==> config.mk <==
export PLATFORM = sky130hd
export DESIGN_NAME = cvs_regs
export DESIGN_NICKNAME = d
export VERILOG_FILES = /design/src/include/cvs_pkg.sv /design/src/core/cvs_blank_timer.sv /design/src/core/cvs_regs.sv
export VERILOG_INCLUDE_DIRS = /design/src /design/src/include
export SDC_FILE = /design/constraint.sdc
export NUM_CORES = 1
export LEC_CHECK = 0
export BUFFER_PORTS_ARGS = -buffer_cell sky130_fd_sc_hd__buf_4
export CORE_MARGIN = 2
export CORE_UTILIZATION = 35
export DETAILED_ROUTE_END_ITERATION = 8
export HOLD_SLACK_MARGIN = 0.08
export PLACE_DENSITY = 0.62
export REMOVE_ABC_BUFFERS = 1
export SLEW_MARGIN = 10
export SYNTH_ARGS = -nofsm -noshare
export SYNTH_HDL_FRONTEND = slang
export SYNTH_SLANG_ARGS = --single-unit
==> constraint.sdc <==
create_clock -name clk -period 4.15 [get_ports clk]
set_clock_uncertainty 0.2 [all_clocks]
set_input_delay 0.415 -clock clk [delete_from_list [all_inputs] [get_ports clk]]
set_output_delay 0.415 -clock clk [all_outputs]
set_load 0.005 [all_outputs]
==> src/include/cvs_params.svh <==
`ifndef CVS_PARAMS_SVH
`define CVS_PARAMS_SVH

// ****************************************************************
// Register map
// ****************************************************************
`define CVS_ADDR_W            8
`define CVS_DATA_W            8
`define CVS_BUCK3_ADDR        8'h18
`define CVS_BUCKBOOST_ADDR    8'h19

// ****************************************************************
// Field layout
// ****************************************************************
`define CVS_SKIP_BIT          7
`define CVS_RSV_BIT           6
`define CVS_CODE_MSB          5
`define CVS_CODE_LSB          0

// ****************************************************************
// Reset values
// ****************************************************************
`define CVS_BUCKBOOST_RESET   8'hB2
`define CVS_BUCKBOOST_SKIP_RST 1'h1
`define CVS_BUCKBOOST_CODE_RST 6'h32
`define CVS_BUCK3_CODE_RST    6'h0C
`define CVS_BUCKBOOST_CODE_STRAP 6'h1E
`define CVS_BUCK3_CODE_STRAP  6'h08

// ****************************************************************
// Voltage code tables, in millivolts
// ****************************************************************
`define CVS_BUCK3_LOW_LAST    6'h1A
`define CVS_BUCK3_HIGH_FIRST  6'h1B
`define CVS_BUCK3_LOW_BASE    12'h384
`define CVS_BUCK3_HIGH_BASE   12'h640
`define CVS_BB_LOW_LAST       6'h0F
`define CVS_BB_HIGH_FIRST     6'h10
`define CVS_BB_LOW_BASE       12'h497
`define CVS_BB_HIGH_BASE      12'h640
`define CVS_BB_CODE_MAX       6'h34
`define CVS_STEP_FINE         12'h019
`define CVS_STEP_COARSE       12'h032

// ****************************************************************
// Timing
// ****************************************************************
`define CVS_CLK_KHZ           50000
`define CVS_BLANK_MS          5
`define CVS_BLANK_CYCLES      (`CVS_BLANK_MS * `CVS_CLK_KHZ)
`define CVS_BLANK_CNT_W       18

`endif

==> src/include/cvs_pkg.sv <==
`default_nettype none

package cvs_pkg;

  typedef logic [5:0]  cvs_code_t;
  typedef logic [11:0] cvs_mv_t;
  typedef logic [7:0]  cvs_byte_t;

  typedef enum logic [1:0] {
    CVS_INIT_SYNC1,
    CVS_INIT_SYNC2,
    CVS_INIT_LOAD,
    CVS_INIT_RUN
  } cvs_init_t;

endpackage : cvs_pkg

`default_nettype wire

==> src/core/cvs_blank_timer.sv <==
`timescale 1ns/10ps
`default_nettype none
`include "cvs_params.svh"

module cvs_blank_timer #(
  parameter int CYCLES = `CVS_BLANK_CYCLES
) (
  input  wire logic clk,
  input  wire logic rst_n,
  input  wire logic start,
  output logic      blank
);
  import cvs_pkg::*;

  localparam logic [`CVS_BLANK_CNT_W-1:0] LOAD_VAL = `CVS_BLANK_CNT_W'(CYCLES - 1);

  logic [`CVS_BLANK_CNT_W-1:0] count;

  // ****************************************************************
  // Countdown: blank stays high for exactly CYCLES clocks after the last start.
  // ****************************************************************
  always_ff @(posedge clk or negedge rst_n) begin
    if (!rst_n) begin
      count <= '0;
      blank <= 1'b0;
    end else if (start) begin
      count <= LOAD_VAL;
      blank <= 1'b1;
    end else if (count != '0) begin
      count <= count - 1'b1;
    end else begin
      blank <= 1'b0;
    end
  end

  property p_blank_start;
    @(posedge clk) disable iff (!rst_n)
    start |=> blank && (count == LOAD_VAL);
  endproperty
  a_blank_start: assert property (p_blank_start) else $error("Blanking did not restart on write.");

  property p_blank_end;
    @(posedge clk) disable iff (!rst_n)
    ($fell(blank)) |-> ($past(count) == '0) && !$past(start);
  endproperty
  a_blank_end: assert property (p_blank_end) else $error("Blanking ended before its count ran out.");

endmodule : cvs_blank_timer

`default_nettype wire

==> src/core/cvs_regs.sv <==
`timescale 1ns/10ps
`default_nettype none
`include "cvs_params.svh"

// Operation
// - buck3 code bits 5-0, reset 0Ch, two-slope table
// - buck-boost register at 19h, resets to B2h
// - buck-boost code bits 5-0, reset 32h, table
// - buck-boost codes above 34h are reserved
// - bit 7 enables light-load pulse skipping
// - locked writes leave the register unchanged
// - each accepted buck-boost write blanks supervision 5 ms
// - strap input selects the power-up defaults
module cvs_regs #(
  parameter int BLANK_CYCLES = `CVS_BLANK_CYCLES
) (
  input  wire logic           clk,
  input  wire logic           rst_n,
  input  wire logic           wr_en,
  input  wire logic           rd_en,
  input  wire logic [7:0]     addr,
  input  wire cvs_pkg::cvs_byte_t wdata,
  input  wire logic           write_unlocked,
  input  wire logic           strap_resistor_select,
  output cvs_pkg::cvs_byte_t  rdata,
  output logic                rd_valid,
  output logic                ready,
  output cvs_pkg::cvs_code_t  buck3_voltage_code,
  output cvs_pkg::cvs_code_t  buckboost_voltage_code,
  output logic                light_load_skip_enable,
  output logic                buckboost_code_reserved,
  output cvs_pkg::cvs_mv_t    buck3_mv,
  output cvs_pkg::cvs_mv_t    buckboost_mv,
  output logic                buck3_supervision_blank,
  output logic                buckboost_supervision_blank
);
  import cvs_pkg::*;

  // ****************************************************************
  // Decoding helpers
  // ****************************************************************
  function automatic logic addr_hit(input logic [7:0] a, input logic [7:0] target);
    return a == target;
  endfunction : addr_hit

  function automatic cvs_mv_t buck3_code_mv(input cvs_code_t c);
    cvs_mv_t cx;
    cx = {6'h00, c};
    if (c <= `CVS_BUCK3_LOW_LAST) begin
      return `CVS_BUCK3_LOW_BASE + `CVS_STEP_FINE * cx;
    end
    return `CVS_BUCK3_HIGH_BASE + `CVS_STEP_COARSE * (cx - {6'h00, `CVS_BUCK3_HIGH_FIRST});
  endfunction : buck3_code_mv

  function automatic cvs_mv_t buckboost_code_mv(input cvs_code_t c);
    cvs_mv_t cx;
    cx = {6'h00, c};
    if (c > `CVS_BB_CODE_MAX) begin
      return 12'h000;
    end
    if (c <= `CVS_BB_LOW_LAST) begin
      return `CVS_BB_LOW_BASE + `CVS_STEP_FINE * cx;
    end
    return `CVS_BB_HIGH_BASE + `CVS_STEP_COARSE * (cx - {6'h00, `CVS_BB_HIGH_FIRST});
  endfunction : buckboost_code_mv

  // ****************************************************************
  // Strap synchroniser and start-up sequence
  // ****************************************************************
  logic      strap_meta;
  logic      strap_sync;
  cvs_init_t init_state;
  logic      buckboost_wr;
  logic      buck3_wr;
  logic      buckboost_accept;
  logic      buck3_accept;

  always_ff @(posedge clk or negedge rst_n) begin
    if (!rst_n) begin
      strap_meta <= 1'b0;
      strap_sync <= 1'b0;
    end else begin
      strap_meta <= strap_resistor_select;
      strap_sync <= strap_meta;
    end
  end

  // The strap is only trusted once it has passed both synchroniser stages.
  always_ff @(posedge clk or negedge rst_n) begin
    if (!rst_n) begin
      init_state <= CVS_INIT_SYNC1;
    end else begin
      case (init_state)
        CVS_INIT_SYNC1: init_state <= CVS_INIT_SYNC2;
        CVS_INIT_SYNC2: init_state <= CVS_INIT_LOAD;
        CVS_INIT_LOAD:  init_state <= CVS_INIT_RUN;
        CVS_INIT_RUN:   init_state <= CVS_INIT_RUN;
        default:        init_state <= CVS_INIT_SYNC1;
      endcase
    end
  end

  always_ff @(posedge clk or negedge rst_n) begin
    if (!rst_n) begin
      ready <= 1'b0;
    end else begin
      ready <= (init_state == CVS_INIT_LOAD) || (init_state == CVS_INIT_RUN);
    end
  end

  // ****************************************************************
  // Write qualification
  // ****************************************************************
  assign buckboost_wr     = wr_en && addr_hit(addr, `CVS_BUCKBOOST_ADDR);
  assign buck3_wr         = wr_en && addr_hit(addr, `CVS_BUCK3_ADDR);
  assign buckboost_accept = buckboost_wr && write_unlocked && (init_state == CVS_INIT_RUN);
  assign buck3_accept     = buck3_wr && write_unlocked && (init_state == CVS_INIT_RUN);

  // ****************************************************************
  // Buck-boost register
  // ****************************************************************
  always_ff @(posedge clk or negedge rst_n) begin
    if (!rst_n) begin
      light_load_skip_enable <= `CVS_BUCKBOOST_SKIP_RST;
      buckboost_voltage_code <= `CVS_BUCKBOOST_CODE_RST;
    end else if (init_state == CVS_INIT_LOAD) begin
      if (strap_sync) begin
        buckboost_voltage_code <= `CVS_BUCKBOOST_CODE_STRAP;
      end
    end else if (buckboost_accept) begin
      light_load_skip_enable <= wdata[`CVS_SKIP_BIT];
      buckboost_voltage_code <= wdata[`CVS_CODE_MSB:`CVS_CODE_LSB];
    end
  end

  // ****************************************************************
  // Buck3 voltage code
  // ****************************************************************
  always_ff @(posedge clk or negedge rst_n) begin
    if (!rst_n) begin
      buck3_voltage_code <= `CVS_BUCK3_CODE_RST;
    end else if (init_state == CVS_INIT_LOAD) begin
      if (strap_sync) begin
        buck3_voltage_code <= `CVS_BUCK3_CODE_STRAP;
      end
    end else if (buck3_accept) begin
      buck3_voltage_code <= wdata[`CVS_CODE_MSB:`CVS_CODE_LSB];
    end
  end

  // ****************************************************************
  // Decoded set points
  // ****************************************************************
  always_ff @(posedge clk or negedge rst_n) begin
    if (!rst_n) begin
      buck3_mv                <= 12'h000;
      buckboost_mv            <= 12'h000;
      buckboost_code_reserved <= 1'b0;
    end else begin
      buck3_mv                <= buck3_code_mv(buck3_voltage_code);
      buckboost_mv            <= buckboost_code_mv(buckboost_voltage_code);
      buckboost_code_reserved <= buckboost_voltage_code > `CVS_BB_CODE_MAX;
    end
  end

  // ****************************************************************
  // Read port
  // ****************************************************************
  always_ff @(posedge clk or negedge rst_n) begin
    if (!rst_n) begin
      rdata    <= 8'h00;
      rd_valid <= 1'b0;
    end else begin
      rd_valid <= rd_en;
      if (rd_en) begin
        if (addr_hit(addr, `CVS_BUCKBOOST_ADDR)) begin
          rdata <= {light_load_skip_enable, 1'b0, buckboost_voltage_code};
        end else if (addr_hit(addr, `CVS_BUCK3_ADDR)) begin
          rdata <= {2'h0, buck3_voltage_code};
        end else begin
          rdata <= 8'h00;
        end
      end
    end
  end

  // ****************************************************************
  // Supervision blanking after accepted writes
  // ****************************************************************
  cvs_blank_timer #(
    .CYCLES (BLANK_CYCLES)
  ) u_buckboost_blank (
    .clk   (clk),
    .rst_n (rst_n),
    .start (buckboost_accept),
    .blank (buckboost_supervision_blank)
  );

  cvs_blank_timer #(
    .CYCLES (BLANK_CYCLES)
  ) u_buck3_blank (
    .clk   (clk),
    .rst_n (rst_n),
    .start (buck3_accept),
    .blank (buck3_supervision_blank)
  );

  // ****************************************************************
  // Checks
  // ****************************************************************
  property p_bb_reset;
    @(posedge clk) disable iff (!rst_n)
    (init_state == CVS_INIT_SYNC2) |->
      ({light_load_skip_enable, 1'b0, buckboost_voltage_code} == `CVS_BUCKBOOST_RESET);
  endproperty
  a_bb_reset: assert property (p_bb_reset) else $error("Buck-boost reset value wrong.");

  property p_b3_reset;
    @(posedge clk) disable iff (!rst_n)
    (init_state == CVS_INIT_SYNC2) |-> (buck3_voltage_code == `CVS_BUCK3_CODE_RST);
  endproperty
  a_b3_reset: assert property (p_b3_reset) else $error("Buck3 reset code wrong.");

  property p_b3_table;
    @(posedge clk) disable iff (!rst_n)
    ($past(buck3_voltage_code) == 6'h3F) |-> (buck3_mv == 12'hD48);
  endproperty
  a_b3_table: assert property (p_b3_table) else $error("Buck3 top code not 3400 mV.");

  property p_bb_table;
    @(posedge clk) disable iff (!rst_n)
    ($past(buckboost_voltage_code) == 6'h23) |-> (buckboost_mv == 12'h9F6);
  endproperty
  a_bb_table: assert property (p_bb_table) else $error("Buck-boost code 23h not 2550 mV.");

  property p_bb_reserved;
    @(posedge clk) disable iff (!rst_n)
    ($past(buckboost_voltage_code) > 6'h34) |-> buckboost_code_reserved && (buckboost_mv == 12'h000);
  endproperty
  a_bb_reserved: assert property (p_bb_reserved) else $error("Reserved code not flagged.");

  property p_skip_write;
    @(posedge clk) disable iff (!rst_n)
    buckboost_accept |=> (light_load_skip_enable == $past(wdata[7]))
      && (buckboost_voltage_code == $past(wdata[5:0]));
  endproperty
  a_skip_write: assert property (p_skip_write) else $error("Accepted write not stored.");

  property p_locked;
    @(posedge clk) disable iff (!rst_n)
    (buckboost_wr && !write_unlocked) |=> $stable(buckboost_voltage_code) && $stable(light_load_skip_enable);
  endproperty
  a_locked: assert property (p_locked) else $error("Locked write changed register.");

  property p_blank_follows;
    @(posedge clk) disable iff (!rst_n)
    buckboost_accept |=> buckboost_supervision_blank [*2];
  endproperty
  a_blank_follows: assert property (p_blank_follows) else $error("No blanking after write.");

  property p_strap;
    @(posedge clk) disable iff (!rst_n)
    (init_state == CVS_INIT_LOAD && strap_sync) |=>
      (buckboost_voltage_code == `CVS_BUCKBOOST_CODE_STRAP) && (buck3_voltage_code == `CVS_BUCK3_CODE_STRAP);
  endproperty
  a_strap: assert property (p_strap) else $error("Strap defaults not loaded.");

  property p_read_back;
    @(posedge clk) disable iff (!rst_n)
    (rd_en && addr_hit(addr, `CVS_BUCKBOOST_ADDR)) |=>
      rd_valid && (rdata == {$past(light_load_skip_enable), 1'b0, $past(buckboost_voltage_code)})
      && (rdata[6] == 1'b0);
  endproperty
  a_read_back: assert property (p_read_back) else $error("Read-back differs from stored value.");

endmodule : cvs_regs

`default_nettype wire

; After elaboration in Yosys (flattened, before gate mapping)
; Cells that the tools add are included.
[totals]
reg_bits = 90
input_bits = 22
output_inout_bits = 50
[op_classes]
add_sub_neg = 8
mul = 4
n_lt_le_gt_ge = 3
n_eq_ne = 8
muxes = 27
bitwise = 1
reduce_logical = 18
[op_table]
columns = op, count
row1 = $mux W12, 6
row2 = $mux W18, 4
row3 = $mux W6, 7
row4 = $reduce_bool A18 Y1, 2
row5 = $sub A18 B1 Y18 const B, 2
row6 = $add A11 B12 Y12 const A, 2
row7 = $mul A5 B12 Y11 const A, 2
row8 = $mul A5 B6 Y11 const A, 2
row9 = $eq A8 B5 Y1 const B, 2
row10 = $sub A6 B5 Y7 const B, 2
row11 = $add A10 B11 Y12 const A, 1
row12 = $add A11 B11 Y12 const A, 1
row13 = $mux W1, 8
row14 = $mux W8, 1
row15 = $reduce_bool A2 Y1, 4
row16 = $gt A6 B6 Y1 const B, 1
row17 = $le A6 B4 Y1 const B, 1
row18 = $le A6 B5 Y1 const B, 1
row19 = $logic_and A1 B1 Y1, 6
row20 = $ne A2 B2 Y1 const B, 3
row21 = $pmux W2 S3, 1
row22 = $reduce_and A2 Y1, 3
row23 = $eq A2 B2 Y1 const B, 2
row24 = $eq A2 B1 Y1 const B, 1
row25 = 4 further kinds, 4

; Logic depth before layout (Yosys ltp)
; Gate-level depths: netlist of the first run.
[depth]
depth_word = 6
mapped_depth = 17
ltp_nobuf = 17

; Cells and area by module
; A second synthesis of the first run with hierarchy kept.
[hier_totals]
hier_cells = 708
hier_area_um2 = 6861.6
[by_module_without_submodules]
columns = mod, n_inst, cells_per_inst, area_per_inst_um2
row1 = cvs_regs, 1, 482, 4644.5
row2 = cvs_blank_timer, 2, 113, 1108.6

; Worst setup path before layout of the first run
; Ideal clock, no wire load.
[synth_path]
path_type = register to register
start = register buck3_voltage_code[2]
end = register buck3_mv[11]
setup_ns = 0.145
arrival_time_ns = 4.035
t_required_ns = 3.805
setup_slack_ns = -0.230
stages_incl_launch_ff = 17
path_buffers = 0
synth_period_minus_slack_ns = 4.380
path_cell_list = dfstp_2 -> inv_1 -> ha_1 -> a21oi_1 -> nor2b_1 -> xnor2_1 -> ha_1 -> fa_1 -> inv_1 -> fa_1 -> inv_1 -> ha_1 -> or4b_2 -> nand4_1 -> a311oi_1 -> xnor2_1 -> mux2i_1
[synth_via]
elab_chain_len = 4
[synth_lines]
columns = item, line
row1 = start: declaration, cvs_regs.sv:28  ; output cvs_pkg::cvs_code_t buck3_voltage_code,
row2 = start signal: assignment, cvs_regs.sv:141  ; buck3_voltage_code <= `CVS_BUCK3_CODE_RST;
row3 = start signal: assignment, cvs_regs.sv:144  ; buck3_voltage_code <= `CVS_BUCK3_CODE_STRAP;
row4 = start signal: assignment, cvs_regs.sv:147  ; buck3_voltage_code <= wdata[`CVS_CODE_MSB:`CVS_CODE_LSB];
row5 = $sub A6 B5 Y7 or $mul A5 B6 Y11 (tied branches), --
row6 = $mul A5 B12 Y11 (no source line) or $add A10 B11 Y12 (tied branches), --
row7 = $add A11 B12 Y12 (no source line) or $mux W12 (tied branches), --
row8 = $mux W12 (*), cvs_regs.sv:52  ; return `CVS_BUCK3_HIGH_BASE + `CVS_STEP_COARSE * (cx - {6'h00, `CVS_BUCK3_HIGH_FIRST});
row9 = end signal: assignment, cvs_regs.sv:160  ; buck3_mv <= buck3_code_mv(buck3_voltage_code);
row10 = end: declaration, cvs_regs.sv:32  ; output cvs_pkg::cvs_mv_t buck3_mv,
; Every way passes the cells marked *; elsewhere a longest branch is shown, timed or not. The select of a mux whose other input is x is not followed.
; A chain may end at the register's enable or synchronous reset.

; Worst setup path in the final report of the first run
[layout_path]
start = register buck3_voltage_code[2]
end = register buck3_mv[10]
; The elaborated chain is that of the path after synthesis.

==> metrics, run 1 <==
number of global-route vias before repair 4860; CP required 4.19 ns; area share of the largest cell type after synthesis 0.320; Die ar. 19600 um^2; TritonCTS clock tree done; Overall Power 0.00333 W; Slew Limit Fails 0; cell with the most instances after synthesis ha_1; Area Overhead vs Synth 22.7%; Primary FF master, synth dfrtp_1; Critical path origin buck3_voltage_code[2]$_DFFE_PN1P_; HPWL reported at the end of detailed placement 11.0 mm; gr usage total 0.152; clock buffer depth 2; max cap viols 0; Warnings, synthesis 0; R2R setup slack 0.1 ns; antenna viol nets, final 0; Initial Util 0.359; syn avg cell area 9.77 um^2; Finished Cell Area 7960 um^2; share of cells above drive strength 1 0.214; Mapped Cells 664; CP max FO 3; final WL 14.5 mm; XOR/XNOR share of the synthesized area 0.0831; Ports 72; worst-margin pin slew 1.13 ns; PD cells 419 nW/um^2; Final Util 0.440; routability cong. 0.833; placed insts 974; Worst Path Arrival 4.09 ns; port buffer count 69; mux contribution to synthesized area 0.0287; largest net degree at the start of global routing 65; synth top area cells dfrtp_1 32%, ha_1 19%, xnor2_1 5.4%; root buf cell clkbuf_16; # clock sinks 89; status finished, violations left; largest family of logic cells by synthesized area adder cells; Post-synth EDFFs 0; Clock transition at path regs 0.07 ns; cell taking the most area after synthesis dfrtp_1; First-pass DRT Iterations 9; Congestion Overflow GR 0; die width 140 um; Vias 4894; Final Non-Filler Cells 996; DP Area 7430 um^2; Synth cell types 60; cell leakage power 3.61 nW; final hold vios 0; Max Clk Rate 247 MHz; Worst Hold Class in -> reg; mapped cell area 6490 um^2; Reg2Reg Launch Point buck3_voltage_code[2]$_DFFE_PN1P_; worst setup path end buck3_mv[10]$_DFF_PN0_; Final nets 896; Hold Startpoint wdata[4]; crit end category flip-flop; simple-gate share of the synthesized area 0.156; Tmin final 4.05 ns; Post-synth top cells 97 x ha_1, 83 x dfrtp_1, 70 x inv_1; post-synthesis sequential area ratio 0.344; DR DRC count 5; r2r worst-path depth 15; DRT iter0 DRCs 196; Synth Area in Compound Gates 0.103; critical path startpoint category flip-flop; Slew HR 0.242; Setup violations, final 0; Site Rows 49; Filler cells 1764; adder-cell share of the synthesized area 0.233; Max H-tree Level 3; vias per cell 4.91; drt wl/cell 14.5 um; Setup CP Type reg -> reg; period utilization 0.977; global-route wire length before repair 24.0 mm; VDD IR max 258 uV; ys async rst share 1.00; core area 18100 um^2; Die Span Y 140 um; violated checks design-rule violations; initial antenna violation count 0; flops & latches, synth 89; total CTS buffers 9; reg2reg end buck3_mv[10]$_DFF_PN0_; ant diodes 0; worst skew pair latency 0.35 ns
[layout by cell type, fill, tap and decap left out, types with 5 or more instances in the layout]
cell type	n
nor2_1	66
dfrtp_1	83
a22oi_1	7
xor2_1	18
mux2_2	5
ha_1	88
a31oi_1	8
nand2b_1	7
nand2_1	34
nor2b_1	6
mux2i_1	13
a211oi_1	9
o21ai_0	20
a21oi_1	27
ha_4	5
buf_4	96
inv_1	67
fa_1	15
nand3_1	11
nor3_1	16
nor4_1	6
or3_1	16
clkbuf_16	9
a21o_1	6
dfstp_2	6
xnor2_1	37
[layout make-up]
class                      count  area (um^2)  area share
clock buffer                   9          225      0.0283
timing repair buffer         101          772      0.0970
tap                          229          287      0.0360
inverter                      71          269      0.0338
sequential                    89         2230       0.281
multi-input combinational    490         4080       0.513
clock inverter                 7         92.6      0.0116
[per-stage QoR]
stage          hold WS (ns)  setup WS [ns]  setup TNS (ns)
3_5_place_dp          0.169         -0.105          -0.105
6_report              0.101         0.0966               0
5_1_grt               0.106        -0.0163         -0.0163
3_3_place_gp          0.160        -0.0413         -0.0413
2_1_floorplan       -0.0806         -0.256          -0.419
4_1_cts              0.0833        0.00795               0
[worst min-delay path by stage]
stage,end,slack (ns),cells past startpoint
floorplan,buck3_mv[0]$_DFF_PN0_,-0.08,0
global placement,strap_sync$_DFF_PN0_,0.16,0
detailed placement,strap_sync$_DFF_PN0_,0.17,0
CTS,buck3_voltage_code[4]$_DFFE_PN0P_,0.08,3
global route,buck3_voltage_code[2]$_DFFE_PN1P_,0.11,3
finish,buck3_voltage_code[4]$_DFFE_PN0P_,0.10,3
[power breakdown]
part,switching (W),internal (W)
sequential,0.0000951,0.00101
combinational,0.000665,0.000673
clock,0.000405,0.000486
total,0.00117,0.00217
[routing by layer]
metal,track usage,up-vias,routed length (um)
met2,0.231,74,6320
met1,0.221,2315,7500
met5,0,-,0
met4,0.0436,0,175
li1,-,2491,-
met3,0.0274,14,493
[what timing repair did]
item | 4_1_cts | 5_1_grt
gates resized for setup | 8 | 19
hold buffers | 4 | 0
pin swaps | 8 | 14
setup endpoints to repair | 1 | 4
hold endpoints to repair | 62 | 0
setup buffers | 2 | 0
[registers in the layout, indices dropped and copies added (netlist names)]
signal,count
buckboost_code_reserved,1
buck3_mv,12
u_buckboost_blank.blank,1
u_buck3_blank.blank,1
light_load_skip_enable,1
init_state,2
u_buckboost_blank.count,18
strap_meta,1
ready,1
u_buck3_blank.count,18
buckboost_mv,12
rdata,7
rd_valid,1
buck3_voltage_code,6
strap_sync,1
buckboost_voltage_code,6
[cells by family (layout without fill, tap and decap cells)]
group,count (synthesis),in the layout
compound gates,104,104
mux,18,18
buf+inv,85,188
fa+ha+maj,112,112
flops,89,89
other cells,1,1
simple gates,195,195
xor+xnor,60,60
[worst max-delay path, cell delays in order (launching register included)]
cell	delay [ns]
dfstp_2	0.56
inv_4	0.05
ha_4	0.15
a21o_4	0.24
xnor2_4	0.15
ha_2	0.18
fa_1	0.49
inv_1	0.05
fa_1	0.49
inv_2	0.04
ha_4	0.20
or4b_2	0.66
nand4_1	0.15
buf_4	0.13
xnor2_1	0.11
mux2i_1	0.09
(Power assumes the default switching activity.)
==> inputs of run 2 (changes only) <==
PLACE_DENSITY = 0.6   (was 0.62)
clock period = 4.4 ns   (was 4.15 ns; I/O delays follow)
==> metrics, run 2 (same netlist as run 1, synthesis figures left out) <==
status finished, violations left; violated checks design-rule violations; vias per cell 4.88 (-0.67%); setup TNS 0 ns (unchanged); Worst Path Arrival 4.25 ns (+0.16 ns); initial antenna violation count 0 (unchanged); clock buffer depth 2 (unchanged); port buffer count 69 (unchanged); reg2reg end buck3_mv[11]$_DFF_PN0_; share of cells above drive strength 1 0.177 (-0.0365); global-route wire length before repair 23.3 mm (-2.9%); worst setup path end buck3_mv[11]$_DFF_PN0_; largest net degree at the start of global routing 54 (-17%); Reg2Reg Launch Point buck3_voltage_code[2]$_DFFE_PN1P_; R2R setup slack 0.18 ns (+0.08 ns); pre-CTS setup slack 0.0199 ns (+0.125 ns); Max Clk Rate 237 MHz (-4.0%); Congestion Overflow GR 0 (unchanged); Clock transition at path regs 0.06 ns (about the same); Ports 72 (unchanged); Setup Fix Bufs, Post-CTS 0 (-2); most frequent cells in the layout 94 x ha_1, 83 x dfrtp_1, 81 x buf_4; antenna viol nets, final 0 (unchanged); placed insts 960 (-1.4%); Min Hold Slack 0.121 ns (+0.0204 ns); # clock sinks 89 (unchanged); r2r worst-path depth 15 (unchanged); routability cong. 0.825 (-0.94%); worst skew pair latency 0.35 ns (about the same); First-pass DRT Iterations 7 (-2); DRT iter0 DRCs 178 (-9.2%); Tmin final 4.22 ns (+0.170 ns); Finished Cell Area 7710 um^2 (-3.1%); Worst Slack Setup Final 0.177 ns (+0.0803 ns); Slew HR 0.294 (+0.0516); max cap viols 0 (unchanged); ant diodes 0 (unchanged); die width 140 um (unchanged); final hold vios 0 (unchanged); PD cells 384 nW/um^2 (-8.2%); Worst Hold Class in -> reg; Setup violations, final 0 (unchanged); number of global-route vias before repair 4702 (-3.3%); total CTS buffers 9 (unchanged); HPWL reported at the end of detailed placement 10.7 mm (-3.1%); final WL 13.7 mm (-5.4%); Site Rows 49 (unchanged); Area Overhead vs Synth 18.8%; Final nets 879 (-1.9%); crit end category flip-flop; CP max FO 5 (+2); DP Area 7320 um^2 (-1.4%); Vias 4778 (-2.4%); cell leakage power 3.51 nW (-2.8%); biggest regs u_buck3_blank.count x18, u_buckboost_blank.count x18; gr usage total 0.147 (-0.00484); Slew Limit Fails 0 (unchanged); Setup CP Type reg -> reg; Die Span Y 140 um (unchanged); worst-margin pin slew 1.05 ns (-0.0769 ns); TritonCTS clock tree done; Filler cells 1776 (+0.68%); DR DRC count 5 (unchanged); most common cell after layout, fill and taps aside ha_1; drt wl/cell 14.0 um (-3.7%); root buf cell clkbuf_16; Final Non-Filler Cells 979 (-1.7%); CP required 4.42 ns (+0.23 ns); period utilization 0.960 (-0.0169); core area 18100 um^2 (unchanged); Die ar. 19600 um^2 (unchanged); Hold Crit Depth 3 (unchanged); Critical path origin buck3_voltage_code[2]$_DFFE_PN1P_; Initial Util 0.359 (unchanged); VDD IR max 205 uV (-21%); critical path startpoint category flip-flop; Max H-tree Level 3 (unchanged)
-- run 2: layout make-up --
type	count	area, um^2	area share
well taps	229	287	0.0372
flip-flops and latches	89	2230	0.290
repair buffers	84	638	0.0828
multi-input cells	490	3990	0.517
clock inverters	5	45.0	0.00584
inverters	71	267	0.0346
clock buffers	11	253	0.0328
-- run 2: how the worst min path moves through the flow --
stage	end	start
finish	buck3_voltage_code[2]$_DFFE_PN1P_	wdata[2]
global route	rd_valid$_DFF_PN0_	rd_en
CTS	buck3_voltage_code[4]$_DFFE_PN0P_	wdata[4]
detailed placement	strap_sync$_DFF_PN0_	strap_meta$_DFF_PN0_
global placement	strap_sync$_DFF_PN0_	strap_meta$_DFF_PN0_
floorplan	buck3_mv[0]$_DFF_PN0_	rst_n
-- run 2: timing repair --
item,CTS,global route
endpoints found under the setup margin,0,2
gates resized for setup,0,7
hold buffers,3,0
endpoints found under the hold margin,51,0
-- run 2: metal layers --
metal / vias up / part of all wire / global-route usage
li1: 2441 / - / -
met2: 92 / 0.44 / 0.223
met4: 0 / 0.0057 / 0.0314
met5: - / 0 / 0
met1: 2238 / 0.51 / 0.215
met3: 7 / 0.047 / 0.0325
-- run 2: critical path: stages (launching register included) --
cell and delay, ns:
dfstp_2 0.53, inv_1 0.07, ha_1 0.23, a21o_1 0.24, xnor2_2 0.17, ha_2 0.19
fa_1 0.48, inv_1 0.06, fa_1 0.50, inv_1 0.07, ha_4 0.25, or4b_2 0.66
nand4_1 0.15, a311oi_1 0.08, xnor2_1 0.16, mux2i_1 0.08
-- run 2: power breakdown --
| part | switching, W | internal (W) | leakage, nW |
|---|---|---|---|
| clock network | 0.000350 | 0.000423 | 0.145 |
| logic | 0.000587 | 0.000560 | 2.40 |
| registers | 0.0000913 | 0.000952 | 0.965 |
| total | 0.00103 | 0.00194 | 3.51 |
-- run 2: stage by stage --
| step | total power, W | utilization |
|---|---|---|
| 2_1_floorplan | 0.00184 | - |
| 3_3_place_gp | 0.00216 | 0.405 |
| 3_5_place_dp | 0.00218 | 0.405 |
| 4_1_cts | 0.00298 | 0.423 |
| 5_1_grt | 0.00319 | 0.426 |
| 6_report | 0.00296 | 0.426 |
